**src/rtl/mi_pkg.sv**
```systemverilog
/*
 * Shared constants, encodings and carrier types of the microstep indexer.
 * Assumes a 200 MHz system clock; blanking figures are turned into cycles here, off-time ones in the indexer.
 */
package mi_pkg;

    // Clock and time figures
    localparam int CLK_PERIOD_NS = 5;
    localparam int T_OFF_10_NS = 10000;
    localparam int T_OFF_20_NS = 20000;
    localparam int T_OFF_30_NS = 30000;
    localparam int T_BLANK_18_NS = 1800;
    localparam int T_BLANK_15_NS = 1500;
    localparam int T_BLANK_12_NS = 1200;
    localparam int T_BLANK_09_NS = 900;
    localparam logic [8:0] BLANK_18_CYC = 9'((T_BLANK_18_NS + CLK_PERIOD_NS - 1) / CLK_PERIOD_NS);
    localparam logic [8:0] BLANK_15_CYC = 9'((T_BLANK_15_NS + CLK_PERIOD_NS - 1) / CLK_PERIOD_NS);
    localparam logic [8:0] BLANK_12_CYC = 9'((T_BLANK_12_NS + CLK_PERIOD_NS - 1) / CLK_PERIOD_NS);
    localparam logic [8:0] BLANK_09_CYC = 9'((T_BLANK_09_NS + CLK_PERIOD_NS - 1) / CLK_PERIOD_NS);

    // Indexer position and current scale
    localparam logic [5:0] HOME_POS = 6'h08;
    localparam logic [5:0] QUARTER_TURN = 6'h10;
    localparam logic [6:0] FULL_SCALE = 7'h64;
    localparam logic [6:0] BLANK_TH_HI = 7'h4B;
    localparam logic [6:0] BLANK_TH_MID = 7'h32;
    localparam logic [6:0] BLANK_TH_LO = 7'h19;
    localparam logic [6:0] ADAPT_FAST_DROP = 7'h10;

    // Register map
    localparam logic [7:0] CTRL_OFFS = 8'h00;
    localparam logic [7:0] STATUS_OFFS = 8'h04;
    localparam logic [10:0] CTRL_RESET = 11'h000;
    localparam int CTRL_RES_LOW_LSB = 0;
    localparam int CTRL_RES_HIGH_LSB = 2;
    localparam int CTRL_TRQ_LOW_BIT = 4;
    localparam int CTRL_TRQ_HIGH_BIT = 5;
    localparam int CTRL_CHOP_OFF_TIME_SELECT_LSB = 6;
    localparam int CTRL_DECAY_LSB = 8;
    localparam logic [1:0] RESP_OKAY = 2'b00;
    localparam logic [1:0] RESP_SLVERR = 2'b10;

    // Three-level pin value: bit 1 set means floating
    typedef enum logic [1:0] {
        LVL_LOW = 2'b00,
        LVL_HIGH = 2'b01,
        LVL_FLOAT = 2'b10
    } mi_level_t;

    typedef enum logic [2:0] {
        RES_FULL = 3'b000,
        RES_NC_HALF = 3'b001,
        RES_HALF = 3'b010,
        RES_QUARTER = 3'b011,
        RES_EIGHTH = 3'b100,
        RES_SIXTEENTH = 3'b101,
        RES_RESERVED = 3'b111
    } mi_res_t;

    typedef enum logic [2:0] {
        DEC_SLOW = 3'b000,
        DEC_SLOW_MIXED = 3'b001,
        DEC_MIXED = 3'b010,
        DEC_SLOW_FAST = 3'b011,
        DEC_FAST = 3'b100,
        DEC_ADAPTIVE = 3'b101
    } mi_decay_mode_t;

    typedef enum logic [1:0] {
        ACT_SLOW = 2'b00,
        ACT_MIXED = 2'b01,
        ACT_FAST = 2'b10
    } mi_decay_act_t;

    // Per-winding command to the current regulator
    typedef struct packed {
        logic [6:0] mag;
        logic fwd;
        mi_decay_act_t decay;
        logic [8:0] blank_cyc;
    } mi_wind_t;

endpackage

```
**src/rtl/mi_sine_lut.sv**
```systemverilog
/*
 * Quarter-wave sine lookup for a 64-state electrical cycle.
 * Assumes the angle input is one of 64 states; purely combinational.
 */
`timescale 1ns/1ps
`default_nettype none

module mi_sine_lut import mi_pkg::*; (
    // Angle in 1/64 of a turn
    input wire logic [5:0] angle_i,
    // Magnitude in percent and sign
    output logic [6:0] mag_o,
    output logic neg_o
);

    logic [4:0] idx;

    // Second and fourth quadrants read the table backwards
    assign idx = angle_i[4] ? (5'h10 - {1'b0, angle_i[3:0]}) : {1'b0, angle_i[3:0]};
    assign neg_o = angle_i[5];

    always_comb begin
        case (idx)
            5'h00: mag_o = 7'h00;
            5'h01: mag_o = 7'h0A;
            5'h02: mag_o = 7'h14;
            5'h03: mag_o = 7'h1D;
            5'h04: mag_o = 7'h26;
            5'h05: mag_o = 7'h2F;
            5'h06: mag_o = 7'h38;
            5'h07: mag_o = 7'h3F;
            5'h08: mag_o = 7'h47;
            5'h09: mag_o = 7'h4D;
            5'h0A: mag_o = 7'h53;
            5'h0B: mag_o = 7'h58;
            5'h0C: mag_o = 7'h5C;
            5'h0D: mag_o = 7'h60;
            5'h0E: mag_o = 7'h62;
            default: mag_o = FULL_SCALE;
        endcase
    end

endmodule

`default_nettype wire

```
**src/rtl/mi_indexer.sv**
```systemverilog
/*
 * Microstep indexer with step/direction pins and an AXI4-Lite control port.
 * Assumes step, direction and supply flags are synchronous to SYS_CLK_I.
 */
`timescale 1ns/1ps
`default_nettype none

// What this block does
// - Both selects low: full step, 71 percent
// - Decode three-level selects into six modes
// - Offer non-circular half step for torque
// - Each step rising edge moves one state, none in reserved mode
// - Direction high forward, low reverse order
// - Mode change: next valid state of new mode
// - Home is the 45 degree state
// - Home after reset, logic undervoltage, sleep
// - Winding A sine, winding B cosine
// - Positive means terminal one to two
// - Decay: slow, slow/mixed, mixed, slow/fast, fast
// - Combined modes: slow rising, other falling
// - Adaptive decay trades ripple against response
// - Off-time selectable 10, 20, 30 us
// - Blanking time shrinks with lower current
// - Motor undervoltage: bridges off, steps kept
// - Torque scaling through digital bits
// - Torque bits give 100/75/50/25 percent
module mi_indexer import mi_pkg::*; #(
    parameter logic [15:0] CHOP_OFF_TIME_SELECT_10_CYC = 16'(T_OFF_10_NS / CLK_PERIOD_NS),
    parameter logic [15:0] CHOP_OFF_TIME_SELECT_20_CYC = 16'(T_OFF_20_NS / CLK_PERIOD_NS),
    parameter logic [15:0] CHOP_OFF_TIME_SELECT_30_CYC = 16'(T_OFF_30_NS / CLK_PERIOD_NS)
) (
    // Clock, reset, enable
    input wire logic SYS_CLK_I,
    input wire logic NRST_I,
    input wire logic CE_I,
    // Motion and supply pins
    input wire logic STEP_I,
    input wire logic DIR_I,
    input wire logic SLEEP_REQUEST_N_I,
    input wire logic LOGIC_UV_I,
    input wire logic MOTOR_SUPPLY_UV_I,
    // AXI4-Lite write
    input wire logic [7:0] S_AXI_AWADDR_I,
    input wire logic S_AXI_AWVALID_I,
    output logic S_AXI_AWREADY_O,
    input wire logic [31:0] S_AXI_WDATA_I,
    input wire logic [3:0] S_AXI_WSTRB_I,
    input wire logic S_AXI_WVALID_I,
    output logic S_AXI_WREADY_O,
    output logic [1:0] S_AXI_BRESP_O,
    output logic S_AXI_BVALID_O,
    input wire logic S_AXI_BREADY_I,
    // AXI4-Lite read
    input wire logic [7:0] S_AXI_ARADDR_I,
    input wire logic S_AXI_ARVALID_I,
    output logic S_AXI_ARREADY_O,
    output logic [31:0] S_AXI_RDATA_O,
    output logic [1:0] S_AXI_RRESP_O,
    output logic S_AXI_RVALID_O,
    input wire logic S_AXI_RREADY_I,
    // Current regulator commands
    output mi_wind_t WINDING_A_OUTPUT_O,
    output mi_wind_t WINDING_B_OUTPUT_O,
    output logic BRIDGE_EN_O,
    output logic [15:0] OFF_TIME_CYC_O,
    output logic [5:0] POSITION_O
);

    typedef struct packed {
        logic [5:0] pos;
        logic step_prev;
        logic [10:0] ctrl;
        logic aw_rdy;
        logic w_rdy;
        logic aw_got;
        logic w_got;
        logic [7:0] wr_addr;
        logic [31:0] wr_data;
        logic [3:0] wr_strb;
        logic bvalid;
        logic [1:0] bresp;
        logic ar_rdy;
        logic rvalid;
        logic [31:0] rdata;
        logic [1:0] rresp;
        mi_wind_t wa;
        mi_wind_t wb;
        logic [3:0] trend;
        logic bridge_en;
        logic [15:0] off_cyc;
    } mi_state_t;

    mi_state_t s_r;
    mi_state_t s_nxt;
    logic step_rise;
    logic awake;
    mi_res_t mode;
    mi_decay_mode_t decay_mode;
    logic [1:0] trq;
    logic [31:0] status_word;
    mi_wind_t wind_nxt [2];
    mi_decay_act_t trend_nxt [2];
    logic [6:0] prev_mag [2];

    function automatic mi_res_t decode_res(input logic [1:0] lo, input logic [1:0] hi);
        mi_res_t r;
        r = RES_RESERVED;
        if (hi[1]) begin
            r = RES_RESERVED;
        end else if (lo[1]) begin
            r = hi[0] ? RES_SIXTEENTH : RES_EIGHTH;
        end else begin
            case ({hi[0], lo[0]})
                2'b00: r = RES_FULL;
                2'b01: r = RES_NC_HALF;
                2'b10: r = RES_HALF;
                default: r = RES_QUARTER;
            endcase
        end
        return r;
    endfunction

    // Fine states moved per step in each mode
    function automatic logic [5:0] step_of(input mi_res_t m);
        logic [5:0] v;
        case (m)
            RES_FULL: v = 6'h10;
            RES_NC_HALF: v = 6'h08;
            RES_HALF: v = 6'h08;
            RES_QUARTER: v = 6'h04;
            RES_EIGHTH: v = 6'h02;
            RES_SIXTEENTH: v = 6'h01;
            default: v = 6'h00;
        endcase
        return v;
    endfunction

    // Snap onto the new grid, then move, except in reverse from off the grid, where the snap is the move; wraps modulo 64
    function automatic logic [5:0] next_pos(input logic [5:0] p, input logic fwd, input mi_res_t m);
        logic [5:0] stp;
        logic [5:0] off;
        logic [5:0] rel;
        logic [5:0] base;
        logic [5:0] r;
        stp = step_of(m);
        off = (m == RES_FULL) ? HOME_POS : 6'h00;
        rel = p - off;
        base = rel & ~(stp - 6'h01);
        if (fwd) begin
            r = base + stp + off;
        end else if (rel == base) begin
            r = base - stp + off;
        end else begin
            r = base + off;
        end
        return r;
    endfunction

    // Pulses are far wider than a clock, so a plain edge detect suffices
    assign step_rise = STEP_I & ~s_r.step_prev;
    assign awake = SLEEP_REQUEST_N_I & ~LOGIC_UV_I;
    assign mode = decode_res(s_r.ctrl[CTRL_RES_LOW_LSB +: 2], s_r.ctrl[CTRL_RES_HIGH_LSB +: 2]);
    assign decay_mode = mi_decay_mode_t'(s_r.ctrl[CTRL_DECAY_LSB +: 3]);
    assign trq = {s_r.ctrl[CTRL_TRQ_HIGH_BIT], s_r.ctrl[CTRL_TRQ_LOW_BIT]};
    assign status_word = {21'h000000, s_r.bridge_en, (mode == RES_RESERVED), mode, s_r.pos};
    assign prev_mag[0] = s_r.wa.mag;
    assign prev_mag[1] = s_r.wb.mag;

    for (genvar g = 0; g < 2; g++) begin : g_wind
        logic [5:0] ang;
        logic [6:0] lut_mag;
        logic lut_neg;
        logic [6:0] raw;
        logic [6:0] scl;
        mi_decay_act_t trd;
        mi_decay_act_t dec;
        logic [8:0] blank;

        // Winding B runs a quarter turn ahead: cosine
        assign ang = s_r.pos + 6'(g * 16);

        mi_sine_lut u_lut (
            .angle_i(ang),
            .mag_o(lut_mag),
            .neg_o(lut_neg)
        );

        always_comb begin
            raw = lut_mag;
            // Diagonal states at full scale give the squarer, stronger wave
            if (mode == RES_NC_HALF && s_r.pos[3:0] == HOME_POS[3:0]) begin
                raw = FULL_SCALE;
            end
            case (trq)
                2'b00: scl = raw;
                2'b01: scl = raw - (raw >> 2);
                2'b10: scl = raw >> 1;
                default: scl = raw >> 2;
            endcase
            // Class of the last move stands until the magnitude moves again
            if (scl == prev_mag[g]) begin
                trd = mi_decay_act_t'(s_r.trend[2*g +: 2]);
            end else if (scl > prev_mag[g]) begin
                trd = ACT_SLOW;
            end else if ((prev_mag[g] - scl) > ADAPT_FAST_DROP) begin
                // Large drops need fast decay to settle; small ones keep ripple low
                trd = ACT_FAST;
            end else begin
                trd = ACT_MIXED;
            end
            case (decay_mode)
                DEC_SLOW: dec = ACT_SLOW;
                DEC_SLOW_MIXED: dec = (trd == ACT_SLOW) ? ACT_SLOW : ACT_MIXED;
                DEC_MIXED: dec = ACT_MIXED;
                DEC_SLOW_FAST: dec = (trd == ACT_SLOW) ? ACT_SLOW : ACT_FAST;
                DEC_FAST: dec = ACT_FAST;
                DEC_ADAPTIVE: dec = trd;
                default: dec = ACT_SLOW;
            endcase
            if (scl >= BLANK_TH_HI) begin
                blank = BLANK_18_CYC;
            end else if (scl >= BLANK_TH_MID) begin
                blank = BLANK_15_CYC;
            end else if (scl >= BLANK_TH_LO) begin
                blank = BLANK_12_CYC;
            end else begin
                blank = BLANK_09_CYC;
            end
        end

        assign wind_nxt[g] = '{mag: scl, fwd: ~lut_neg, decay: dec, blank_cyc: blank};
        assign trend_nxt[g] = trd;
    end

    always_comb begin
        s_nxt = s_r;
        s_nxt.step_prev = STEP_I;
        if (!awake) begin
            s_nxt.pos = HOME_POS;
        end else if (step_rise && mode != RES_RESERVED) begin
            s_nxt.pos = next_pos(s_r.pos, DIR_I, mode);
        end
        // Logic keeps counting through a supply dip, only the bridges stop
        s_nxt.bridge_en = awake & ~MOTOR_SUPPLY_UV_I;
        s_nxt.wa = wind_nxt[0];
        s_nxt.wb = wind_nxt[1];
        s_nxt.trend = {trend_nxt[1], trend_nxt[0]};
        case (mi_level_t'(s_r.ctrl[CTRL_CHOP_OFF_TIME_SELECT_LSB +: 2]))
            LVL_LOW: s_nxt.off_cyc = CHOP_OFF_TIME_SELECT_20_CYC;
            LVL_HIGH: s_nxt.off_cyc = CHOP_OFF_TIME_SELECT_30_CYC;
            default: s_nxt.off_cyc = CHOP_OFF_TIME_SELECT_10_CYC;
        endcase
        // Address and data may arrive in either order
        if (s_r.aw_rdy && S_AXI_AWVALID_I) begin
            s_nxt.aw_got = 1'b1;
            s_nxt.wr_addr = S_AXI_AWADDR_I;
        end
        if (s_r.w_rdy && S_AXI_WVALID_I) begin
            s_nxt.w_got = 1'b1;
            s_nxt.wr_data = S_AXI_WDATA_I;
            s_nxt.wr_strb = S_AXI_WSTRB_I;
        end
        if (s_r.aw_got && s_r.w_got && !s_r.bvalid) begin
            s_nxt.aw_got = 1'b0;
            s_nxt.w_got = 1'b0;
            s_nxt.bvalid = 1'b1;
            s_nxt.bresp = RESP_OKAY;
            if (s_r.wr_addr[7:2] == CTRL_OFFS[7:2]) begin
                if (s_r.wr_strb[0]) begin
                    s_nxt.ctrl[7:0] = s_r.wr_data[7:0];
                end
                if (s_r.wr_strb[1]) begin
                    s_nxt.ctrl[10:8] = s_r.wr_data[10:8];
                end
            end else if (s_r.wr_addr[7:2] == STATUS_OFFS[7:2]) begin
                s_nxt.bresp = RESP_OKAY;
            end else begin
                s_nxt.bresp = RESP_SLVERR;
            end
        end else if (s_r.bvalid && S_AXI_BREADY_I) begin
            s_nxt.bvalid = 1'b0;
        end
        s_nxt.aw_rdy = ~s_nxt.aw_got & ~s_nxt.bvalid;
        s_nxt.w_rdy = ~s_nxt.w_got & ~s_nxt.bvalid;
        if (s_r.ar_rdy && S_AXI_ARVALID_I) begin
            s_nxt.rvalid = 1'b1;
            s_nxt.rresp = RESP_OKAY;
            if (S_AXI_ARADDR_I[7:2] == CTRL_OFFS[7:2]) begin
                s_nxt.rdata = {21'h000000, s_r.ctrl};
            end else if (S_AXI_ARADDR_I[7:2] == STATUS_OFFS[7:2]) begin
                s_nxt.rdata = status_word;
            end else begin
                s_nxt.rdata = 32'h00000000;
                s_nxt.rresp = RESP_SLVERR;
            end
        end else if (s_r.rvalid && S_AXI_RREADY_I) begin
            s_nxt.rvalid = 1'b0;
        end
        s_nxt.ar_rdy = ~s_nxt.rvalid;
    end

    always_ff @(posedge SYS_CLK_I) begin
        if (!NRST_I) begin
            s_r <= '0;
            s_r.pos <= HOME_POS;
            s_r.ctrl <= CTRL_RESET;
            s_r.step_prev <= 1'b1;
            s_r.off_cyc <= CHOP_OFF_TIME_SELECT_20_CYC;
        end else if (CE_I) begin
            s_r <= s_nxt;
        end
    end

    assign S_AXI_AWREADY_O = s_r.aw_rdy;
    assign S_AXI_WREADY_O = s_r.w_rdy;
    assign S_AXI_BRESP_O = s_r.bresp;
    assign S_AXI_BVALID_O = s_r.bvalid;
    assign S_AXI_ARREADY_O = s_r.ar_rdy;
    assign S_AXI_RDATA_O = s_r.rdata;
    assign S_AXI_RRESP_O = s_r.rresp;
    assign S_AXI_RVALID_O = s_r.rvalid;
    assign WINDING_A_OUTPUT_O = s_r.wa;
    assign WINDING_B_OUTPUT_O = s_r.wb;
    assign BRIDGE_EN_O = s_r.bridge_en;
    assign OFF_TIME_CYC_O = s_r.off_cyc;
    assign POSITION_O = s_r.pos;
endmodule

`default_nettype wire

```
**config.mk**
```make
export PLATFORM = sky130hd
export DESIGN_NAME = mi_indexer
export DESIGN_NICKNAME = d
export VERILOG_FILES = /design/src/rtl/mi_pkg.sv /design/src/rtl/mi_sine_lut.sv /design/src/rtl/mi_indexer.sv
export SDC_FILE = /design/constraint.sdc
export NUM_CORES = 1
export LEC_CHECK = 0
export BUFFER_PORTS_ARGS = -buffer_cell sky130_fd_sc_hd__clkbuf_2
export CAP_MARGIN = 20
export CORE_UTILIZATION = 50
export DETAILED_ROUTE_END_ITERATION = 16
export PLACE_DENSITY = 0.73
export SLEW_MARGIN = 40
export SYNTH_ARGS = -nofsm -noshare
export SYNTH_HDL_FRONTEND = slang
export SYNTH_SLANG_ARGS = --single-unit
```
**constraint.sdc**
```tcl
create_clock -name SYS_CLK_I -period 16.3 [get_ports SYS_CLK_I]
set_input_delay 1.63 -clock SYS_CLK_I [delete_from_list [all_inputs] [get_ports SYS_CLK_I]]
set_output_delay 1.63 -clock SYS_CLK_I [all_outputs]
set_load 0.02 [all_outputs]
```
==> impl_metrics.env, run 1 <==
export IMPL_status="complete, no violations"
export IMPL_synth_cell_types=91
export IMPL_rr_endpoint="WINDING_B_OUTPUT_O[9]$_SDFFE_PN0P_"
export IMPL_min_from="s_r[143]$_SDFFE_PN0P_"
export IMPL_via_per_inst=5.571
export IMPL_seqPwrFrac=0.408
export IMPL_p_sw_frac=0.3097
export IMPL_grt_max_degree=96
export IMPL_setup_violations=0
export IMPL_portBuffers=102
export IMPL_hold_viol_final=0
export IMPL_placed_cell_area_sq_um=8025
export IMPL_r2r_setup_slack_ns=9.89
export IMPL_cp_slowest_cell="a2111oi_0"
export IMPL_die_area_sq_um=16660
export IMPL_route_vias_total=6769
export IMPL_tns_ns=0
export IMPL_slew_headroom=0.4276
export IMPL_pwr_share_clk=0.357
export IMPL_drv_slew=0
export IMPL_yosys_area_top_type_share=0.2380
export IMPL_period_needed_ns=6.408
export IMPL_period_share=0.3931
export IMPL_cts_hold_buf=0
export IMPL_insertion_delay_ns=0.34
export IMPL_netlist_top_cell_by_area="dfxtp_1"
export IMPL_netlist_area_sq_um=8074
export IMPL_power_switching_uw=189.6
export IMPL_multiInputGateArea_sq_um=5055
export IMPL_grtUsageTotal=0.2178
export IMPL_grt_pass1_vias=6085
export IMPL_ys_seq_area_frac=0.2380
export IMPL_fin_area_sq_um=8366
export IMPL_grt_pass1_wl_um=29500
export IMPL_wl_per_cell_um=14.72
export IMPL_ys_async_sr_fraction=0
export IMPL_tightest_slew_ns=0.8370
export IMPL_grt_overflow=0
export IMPL_hold_class="reg -> reg"
export IMPL_clock_path_buffers=2
export IMPL_tritoncts="built"
export IMPL_post_cts_buffers=0
export IMPL_synthTopCellsByArea="dfxtp_1, buf_4, ha_1"
export IMPL_nFillCells=1484
export IMPL_regArea_sq_um=1922
export IMPL_drc=0
export IMPL_design_core_area_sq_um=15830
export IMPL_ant_nets=0
export IMPL_syn_instance_count=993
export IMPL_htree_levels=3
export IMPL_cellPowerDensity_nw_per_um2=73.17
export IMPL_peakVddDrop_uv=57.03
export IMPL_max_freq_mhz=156.0
export IMPL_first_iter_violations=363
export IMPL_cts_made_buffers=9
export IMPL_drtPass1Iterations=6
export IMPL_cp_cell_sequence="buf_4, inv_1, ha_1, mux2i_1, or3_1, a31oi_1, inv_1, ha_1, inv_1, fa_1, a21o_1, o32ai_1, or2_2, ha_1, nor2b_1, o21ai_0, a21oi_1, o21a_1, or3_1, a2111oi_0, mux2_2, nand3_1, a41oi_1"
export IMPL_internal_power_uw=422.5
export IMPL_dp_final_hpwl_um=12900
export IMPL_routed_wl_um=17880
export IMPL_ys_warn_count=0
export IMPL_top_level_ports=167
export IMPL_slowest_delay_ns=0.78
export IMPL_critPathMaxFanout=29
export IMPL_critical_path_top_delay_family="compound AO/OA/AOI/OAI gates"
export IMPL_crit_type="reg -> reg"
export IMPL_power_uw=612.1
export IMPL_worstPathRequired_ns=16.56
export IMPL_diodes=0
export IMPL_ys_flop_type="dfxtp_1"
export IMPL_cts_root_buf="clkbuf_16"
export IMPL_synth_seq_cells=96
export IMPL_fin_skew_ns=0.01103
export IMPL_crit_path_start_kind="register"
export IMPL_cp_end_kind="register"
export IMPL_clk_pin_slew_ns=0.07
export IMPL_die_h_um=129.1
export IMPL_combinationalPowerShare=0.235
export IMPL_final_nets=1106
export IMPL_initial_core_util=0.5101
export IMPL_reg2reg_depth=23
export IMPL_synth_edf_count=0
export IMPL_r2r_start="POSITION_O[1]$_SDFFE_PN0P_"
export IMPL_area_growth_pct=3.611
export IMPL_die_w_um=129.1
export IMPL_max_cap_viol_count=0
export IMPL_num_rows=46
export IMPL_p_leak_nw=3.688
export IMPL_rsz0062_at_grt="no"
export IMPL_gp_congestion=0.8750
export IMPL_antenna_found_initial=0
export IMPL_holdPathEnd="s_r[143]$_SDFFE_PN0P_"
export IMPL_cts_resized=0
export IMPL_whs_path_depth=2
export IMPL_syn_avg_cell_area_sq_um=8.131
export IMPL_drive_above_1_share=0.1722
export IMPL_worstPathArrival_ns=6.67
export IMPL_cts_sinks=96
export IMPL_crit_buf_inv=4
-- area by class of cell --
class | instances | area share
flip-flops and latches | 96 | 0.2297
clock inverters | 6 | 0.008675
clock buffers | 10 | 0.02737
well taps | 216 | 0.03231
multi-input cells | 717 | 0.6042
inverters | 58 | 0.02602
repair buffers | 112 | 0.07164
-- worst max path at each step --
stage / from / to / slack (ns) / cells past startpoint
floorplan: POSITION_O[1]$_SDFFE_PN0P_ / WINDING_B_OUTPUT_O[9]$_SDFFE_PN0P_ / 10.54 / 27
global placement: POSITION_O[1]$_SDFFE_PN0P_ / WINDING_B_OUTPUT_O[9]$_SDFFE_PN0P_ / 9.92 / 24
detailed placement: POSITION_O[1]$_SDFFE_PN0P_ / WINDING_B_OUTPUT_O[9]$_SDFFE_PN0P_ / 9.82 / 24
CTS: POSITION_O[1]$_SDFFE_PN0P_ / WINDING_B_OUTPUT_O[9]$_SDFFE_PN0P_ / 9.78 / 24
global route: POSITION_O[1]$_SDFFE_PN0P_ / WINDING_B_OUTPUT_O[9]$_SDFFE_PN0P_ / 9.39 / 23
finish: POSITION_O[1]$_SDFFE_PN0P_ / WINDING_B_OUTPUT_O[9]$_SDFFE_PN0P_ / 9.89 / 23
-- tightest hold or removal path: cells and delay by family, from the launching register on --
| family | cells | cell delay (ns) |
|---|---|---|
| AOI/OAI and AO/OA | 1 | 0.05 |
| DFF | 1 | 0.32 |
| buffers and inverters | 1 | 0.05 |
-- per-stage QoR --
stage | setup slack [ns] | cells | hold WS (ns) | util
3_3_place_gp | 9.918 | 1196 | 0.4492 | 0.5070
5_1_grt | 9.394 | 1215 | 0.4848 | 0.5285
3_5_place_dp | 9.817 | 1196 | 0.4557 | 0.5070
2_1_floorplan | 10.54 | 1028 | 0.4363 | -
6_report | 9.892 | 1215 | 0.4647 | 0.5285
4_1_cts | 9.784 | 1212 | 0.4657 | 0.5261
-- cell families after synthesis --
group | after synthesis | synth area share
compound gates | 245 | 0.2221
xor+xnor | 29 | 0.03409
fa+ha+maj | 47 | 0.07841
buf+inv | 215 | 0.1525
flops | 96 | 0.2380
mux | 49 | 0.07129
other cells | 2 | 0.0009301
simple gates | 310 | 0.2027
-- cell usage after synthesis (all sizes together), types with 8 or more instances --
| cell type | number |
|---|---|
| ha | 41 |
| nand3 | 24 |
| mux2 | 8 |
| a21boi | 35 |
| nand2b | 17 |
| nor2 | 46 |
| mux2i | 35 |
| nand2 | 95 |
| xor2 | 10 |
| nor4 | 9 |
| xnor2 | 18 |
| nor2b | 44 |
| nor3 | 17 |
| dfxtp | 96 |
| a21oi | 31 |
| clkbuf | 39 |
| o211ai | 9 |
| o21a | 17 |
| inv | 56 |
| o211a | 9 |
| a21o | 14 |
| a31oi | 9 |
| o21ai | 47 |
| or3 | 8 |
| a211oi | 15 |
| and2 | 9 |
| buf | 118 |
-- state kept, by name, indices dropped and copies added, names as in the netlist, 3 cells and up --
| register | flops |
|---|---|
| s_r | 34 |
| WINDING_A_OUTPUT_O | 15 |
| WINDING_B_OUTPUT_O | 14 |
| S_AXI_RDATA_O | 11 |
| POSITION_O | 6 |
| OFF_TIME_CYC_O | 5 |
| decay_mode | 3 |
-- power groups by stage --
stage	combinational [mW]	sequential, mW	clock, mW
floorplan	0.126	0.254	0
global placement	0.140	0.255	0
detailed placement	0.142	0.255	0
CTS	0.143	0.250	0.222
global route	0.160	0.251	0.231
finish	0.144	0.250	0.218
-- per-layer routing --
metal	global-route usage	up-vias	part of all wire
met1	0.2896	3162	0.46
li1	-	3370	-
met3	0.03344	28	0.051
met4	0.06021	0	0.017
met2	0.3666	209	0.47
met5	0	-	0
-- placed cells by master (no fill, tap or decap), types with 7 or more instances in the layout --
master / Yosys / final
nand2b_1: 17 / 17
xor2_1: 9 / 9
nor4_1: 8 / 8
dfxtp_1: 96 / 96
or3_1: 7 / 7
nor3_1: 16 / 16
o21a_1: 17 / 17
o21ai_0: 39 / 39
nor2_1: 45 / 44
and2_1: 9 / 9
nor2b_1: 44 / 44
clkbuf_2: 0 / 103
clkbuf_16: 0 / 9
o211ai_1: 8 / 8
buf_4: 100 / 7
xnor2_1: 18 / 18
a21boi_0: 35 / 35
a211oi_1: 13 / 13
nand2_1: 95 / 95
a21oi_1: 30 / 30
o211a_1: 9 / 9
mux2_2: 8 / 8
a31oi_1: 9 / 9
o21ai_1: 8 / 8
conb_1: 2 / 37
mux2i_1: 35 / 35
a21o_1: 14 / 14
ha_1: 41 / 41
inv_1: 52 / 52
nand3_1: 24 / 24
Power figures use the tool's default switching activity.
==> run 2, diff against run 1 <==
- PLACE_DENSITY: 0.73 -> 0.76
- clock period: 16.3 -> 5.2 ns (I/O delays scaled with it)
==> impl_metrics.env, run 2 (synthesis results as in run 1) <==
export IMPL_seqPwrFrac=0.397
export IMPL_regMostFlops="s_r"
export IMPL_route_vias_total=7065
export IMPL_cts_sinks=96
export IMPL_drtPass1Iterations=5
export IMPL_max_cap_viol_count=0
export IMPL_diodes=0
export IMPL_grt_overflow=0
export IMPL_regArea_sq_um=1932
export IMPL_final_common_cell="clkbuf_2"
export IMPL_gp_congestion=0.8805
export IMPL_power_switching_uw=650.9
export IMPL_slew_headroom=0.4464
export IMPL_internal_power_mw=1.325
export IMPL_design_core_area_sq_um=15830
export IMPL_tritoncts="built"
export IMPL_routed_wl_um=19020
export IMPL_drc=0
export IMPL_htree_levels=3
export IMPL_crit_type="reg -> reg"
export IMPL_cts_made_buffers=9
export IMPL_multiInputGateArea_sq_um=5264
export IMPL_clk_pin_slew_ns=0.08
export IMPL_combinationalPowerShare=0.260
export IMPL_peakVddDrop_uv=187.0
export IMPL_stdcell_count=1255
export IMPL_drive_above_1_share=0.2406
export IMPL_cellPowerDensity_nw_per_um2=220.4
export IMPL_hold_class="in -> reg"
export IMPL_crit_path_start_kind="register"
export IMPL_dp_final_hpwl_um=13550
export IMPL_drv_slew=0
export IMPL_grt_pass1_wl_um=30390
export IMPL_max_freq_mhz=197.1
export IMPL_top_level_ports=167
export IMPL_final_cell_mix="clkbuf_2, nand2_1, dfxtp_1"
export IMPL_hold_viol_final=0
export IMPL_area_growth_pct=11.02
export IMPL_largest_reg_flops=34
export IMPL_post_place_cells=1224
export IMPL_period_share=0.9758
export IMPL_p_leak_nw=3.927
export IMPL_pwr_share_clk=0.343
export IMPL_worstPathRequired_ns=5.48
export IMPL_antenna_found_initial=0
export IMPL_p_sw_frac=0.3295
export IMPL_critPathMaxFanout=17
export IMPL_grt_max_degree=96
export IMPL_grtUsageTotal=0.2266
export IMPL_nFillCells=1450
export IMPL_period_needed_ns=5.074
export IMPL_num_rows=46
export IMPL_cts_hold_buf=0
export IMPL_cp_end_kind="register"
export IMPL_via_per_inst=5.629
export IMPL_clock_path_buffers=2
export IMPL_initial_core_util=0.5101
export IMPL_setup_violations=0
export IMPL_die_h_um=129.1
export IMPL_status="complete, no violations"
export IMPL_rsz0062_at_grt="yes"
export IMPL_wl_per_cell_um=15.16
export IMPL_ant_nets=0
export IMPL_tightest_slew_ns=0.8274
export IMPL_worstPathArrival_ns=5.35
export IMPL_grt_pass1_vias=6312
export IMPL_post_route_util=0.5663
export IMPL_die_area_sq_um=16660
export IMPL_cts_root_buf="clkbuf_16"
export IMPL_insertion_delay_ns=0.37
export IMPL_first_iter_violations=408
export IMPL_fin_skew_ns=0.01431
export IMPL_portBuffers=102
export IMPL_die_w_um=129.1
export IMPL_final_nets=1146
[run 2: final timing paths]
path / slack, ns / to / cells after the start / from
hold / removal: 0.38 / s_r[104]$_SDFFE_PN0P_ / 3 / S_AXI_WDATA_I[2]
setup reg to reg: 0.13 / WINDING_B_OUTPUT_O[9]$_SDFFE_PN0P_ / 21 / POSITION_O[1]$_SDFFE_PN0P_
setup / recovery: 0.13 / WINDING_B_OUTPUT_O[9]$_SDFFE_PN0P_ / 21 / POSITION_O[1]$_SDFFE_PN0P_
hold reg to reg: 0.47 / s_r[106]$_SDFFE_PN0P_ / 2 / s_r[106]$_SDFFE_PN0P_
[run 2: final cells by class]
| class | count | area share |
|---|---|---|
| Sequential cell | 96 | 0.2155 |
| Tap cell | 216 | 0.03015 |
| Clock inverter | 7 | 0.01019 |
| Inverter | 58 | 0.02499 |
| Timing Repair Buffer | 152 | 0.1068 |
| Clock buffer | 9 | 0.02513 |
| Multi-Input combinational cell | 717 | 0.5872 |
[run 2: per-stage QoR]
step | cell area [sq um] | power [mW] | hold WS [ns] | setup WS [ns] | TNS [ns]
floorplan | 8277 | 1.205 | 0.4363 | 0.01194 | 0
global route | 8964 | 2.070 | 0.3909 | -0.08672 | -0.1668
CTS | 8681 | 1.954 | 0.3707 | 0.01424 | 0
global placement | 8343 | 1.260 | 0.4471 | 0.04423 | 0
finish | 8964 | 1.976 | 0.3814 | 0.1260 | 0
detailed placement | 8343 | 1.270 | 0.4576 | -0.02277 | -0.02277
[run 2: what timing repair did]
| action | CTS | global route |
|---|---|---|
| pin swaps | 0 | 15 |
| gates resized for setup | 3 | 42 |
| setup buffers | 0 | 14 |
| hold endpoints to repair | 0 | 0 |
| cloned | 0 | 1 |
| setup endpoints to repair | 3 | 8 |
[run 2: layer usage]
layer  share of wire  GRT usage  up-vias  routed length (um)
met1            0.45     0.2918     3371                8532
li1                -          -     3458                   -
met5               0          0        -                   0
met3           0.047    0.03592       26                 902
met4           0.017    0.07197        0                 316
met2            0.49     0.3879      210                9271
[run 2: worst max-delay path, cell delays in order (launching register included)]
cell and delay [ns]:
dfxtp_4 0.38, inv_4 0.05, ha_4 0.18, buf_12 0.15
or4_1 0.42, nor2_1 0.16, a211oi_1 0.06, o2111ai_1 0.35
inv_2 0.12, ha_1 0.29, nor2b_1 0.15, o211ai_1 0.22
a31oi_1 0.13, or4_1 0.45, o221ai_2 0.14, inv_2 0.10
ha_1 0.35, or3_4 0.41, a2111oi_4 0.37, mux2_4 0.21
nand3_1 0.09, a41oi_2 0.20
[run 2: power by group through the flow]
stage	combinational (mW)	clock, mW	sequential (mW)
floorplan	0.409	0	0.797
global placement	0.461	0	0.798
detailed placement	0.470	0	0.800
CTS	0.478	0.694	0.783
global route	0.564	0.719	0.787
finish	0.514	0.678	0.783
==> run 3, diff against run 2 <==
- ABC_AREA: not set -> 1
- CORE_MARGIN: not set -> 4
- PLACE_DENSITY: 0.76 -> 0.77
==> impl_metrics.env, run 3 <==
export IMPL_status="complete, no violations"
export IMPL_largest_reg_flops=34
export IMPL_final_cell_mix="nand2_1, inv_1, clkbuf_2"
export IMPL_syn_avg_cell_area_sq_um=6.762
export IMPL_worstPathRequired_ns=5.41
export IMPL_cts_sinks=96
export IMPL_num_rows=44
export IMPL_drv_slew=0
export IMPL_slowest_delay_ns=0.55
export IMPL_drc=0
export IMPL_syn_instance_count=1106
export IMPL_nFillCells=1413
export IMPL_fin_area_sq_um=8023
export IMPL_synth_most_common_cell="nand2_1"
export IMPL_max_cap_viol_count=0
export IMPL_grt_overflow=0
export IMPL_synthTopCellsByArea="dfxtp_1, nand2_1, buf_4"
export IMPL_tns_ns=0
export IMPL_final_common_cell="nand2_1"
export IMPL_grt_pass1_wl_um=29920
export IMPL_ys_warn_count=0
export IMPL_cellPowerDensity_nw_per_um2=262.2
export IMPL_crit_path_start_kind="register"
export IMPL_cts_hold_buf=0
export IMPL_layout_setup_ws_ns=0.4328
export IMPL_max_freq_mhz=209.8
export IMPL_insertion_delay_ns=0.35
export IMPL_synth_commonest_cells="nand2_1, inv_1, buf_4"
export IMPL_synth_edf_count=0
export IMPL_synth_seq_cells=96
export IMPL_die_area_sq_um=16980
export IMPL_portBuffers=102
export IMPL_ys_seq_area_frac=0.2570
export IMPL_holdWs_ns=0.4472
export IMPL_cp_slowest_cell="dfxtp_1"
export IMPL_design_core_area_sq_um=14590
export IMPL_clk_pin_slew_ns=0.07
export IMPL_synth_cell_types=52
export IMPL_ys_async_sr_fraction=0
export IMPL_worstPathArrival_ns=4.98
export IMPL_ant_nets=0
export IMPL_initial_core_util=0.5126
export IMPL_antenna_found_initial=0
export IMPL_period_share=0.9168
export IMPL_hold_class="reg -> reg"
export IMPL_wl_per_cell_um=13.66
export IMPL_area_growth_pct=7.278
export IMPL_worst_path_most_repeated_cell="nand2_1"
export IMPL_p_leak_nw=3.957
export IMPL_grt_max_degree=72
export IMPL_hold_viol_final=0
export IMPL_dp_final_hpwl_um=13920
export IMPL_grtUsageTotal=0.2163
export IMPL_cp_end_kind="register"
export IMPL_first_iter_violations=383
export IMPL_netlist_top_cell_by_area="dfxtp_1"
export IMPL_drive_above_1_share=0.1880
export IMPL_grt_pass1_vias=6424
export IMPL_regMostFlops="s_r"
export IMPL_ys_flop_type="dfxtp_1"
export IMPL_placed_cell_area_sq_um=7612
export IMPL_via_per_inst=5.229
export IMPL_drtPass1Iterations=7
export IMPL_slew_headroom=0.4391
export IMPL_crit_type="reg -> reg"
export IMPL_power_mw=2.104
export IMPL_htree_levels=3
export IMPL_netlist_area_sq_um=7478
export IMPL_die_h_um=130.3
export IMPL_critPathMaxFanout=8
export IMPL_yosys_area_top_type_share=0.2570
export IMPL_tightest_slew_ns=0.8404
export IMPL_cts_made_buffers=9
export IMPL_diodes=0
export IMPL_route_vias_total=6970
export IMPL_post_place_ws_ns=0.4378
export IMPL_final_nets=1256
export IMPL_top_level_ports=167
export IMPL_die_w_um=130.3
export IMPL_gp_congestion=0.9112
export IMPL_clock_path_buffers=2
export IMPL_tritoncts="built"
export IMPL_setup_violations=0
export IMPL_peakVddDrop_uv=263.8
export IMPL_period_needed_ns=4.767
export IMPL_routed_wl_um=18210
export IMPL_fin_skew_ns=0.007580
export IMPL_cts_root_buf="clkbuf_16"
[run 3: final cells by class]
class	count	area [sq um]	area share
flip-flops and latches	96	1922	0.2396
clock buffers	9	225.2	0.02807
multi-input cells	773	4332	0.5399
repair buffers	121	653.1	0.08141
inverters	143	536.8	0.06691
clock inverters	7	123.9	0.01544
well taps	184	230.2	0.02870
[run 3: worst max-delay path: cells and delay by family, from the launching register on]
kind | cells | cell delay (ns)
AO/OA/AOI/OAI | 4 | 0.50
AND/OR/NAND/NOR | 21 | 2.12
buffers and inverters | 5 | 0.47
XOR/XNOR | 1 | 0.14
adder cells (fa/ha/maj) | 3 | 0.84
flip-flops | 1 | 0.55
[run 3: path summary, 6_finish.rpt]
path | to | start | slack [ns] | cells after the start
setup / recovery | WINDING_A_OUTPUT_O[10]$_SDFFE_PN0P_ | POSITION_O[2]$_SDFFE_PN0P_ | 0.43 | 34
hold / removal | s_r[102]$_SDFFE_PN0P_ | s_r[102]$_SDFFE_PN0P_ | 0.45 | 2
setup reg to reg | WINDING_A_OUTPUT_O[10]$_SDFFE_PN0P_ | POSITION_O[2]$_SDFFE_PN0P_ | 0.43 | 34
hold reg to reg | s_r[102]$_SDFFE_PN0P_ | s_r[102]$_SDFFE_PN0P_ | 0.45 | 2
[run 3: what timing repair did]
action	in CTS	in global routing
resized for setup	0	11
buffers inserted	0	2
setup endpoints to repair	0	6
[run 3: kinds of logic after synthesis]
kind of cell / share of synthesized area
AOI/OAI and AO/OA: 0.1817
and+or+nand+nor: 0.2741
adders and majority gates: 0.08466
xor gates and xnor gates: 0.01406
buffers and inverters: 0.1876
other: 0.001004
DFF: 0.2570
[run 3: power by group]
| part | leakage [nW] | internal [mW] | switching (mW) |
|---|---|---|---|
| clock network | 0.172 | 0.477 | 0.309 |
| registers | 0.785 | 0.769 | 0.0261 |
| logic | 3.00 | 0.183 | 0.340 |
[run 3: through the flow]
stage               instances    util
floorplan                1141       -
global placement         1315  0.5218
detailed placement       1315  0.5218
CTS                      1331  0.5457
global route             1333  0.5499
finish                   1333  0.5499
[run 3: metal layers]
metal | vias up | part of all wire | GRT usage
met5 | - | 0 | 0
met4 | 0 | 0.013 | 0.05257
met3 | 18 | 0.061 | 0.04585
met2 | 199 | 0.48 | 0.3603
met1 | 3161 | 0.44 | 0.2868
li1 | 3592 | - | -
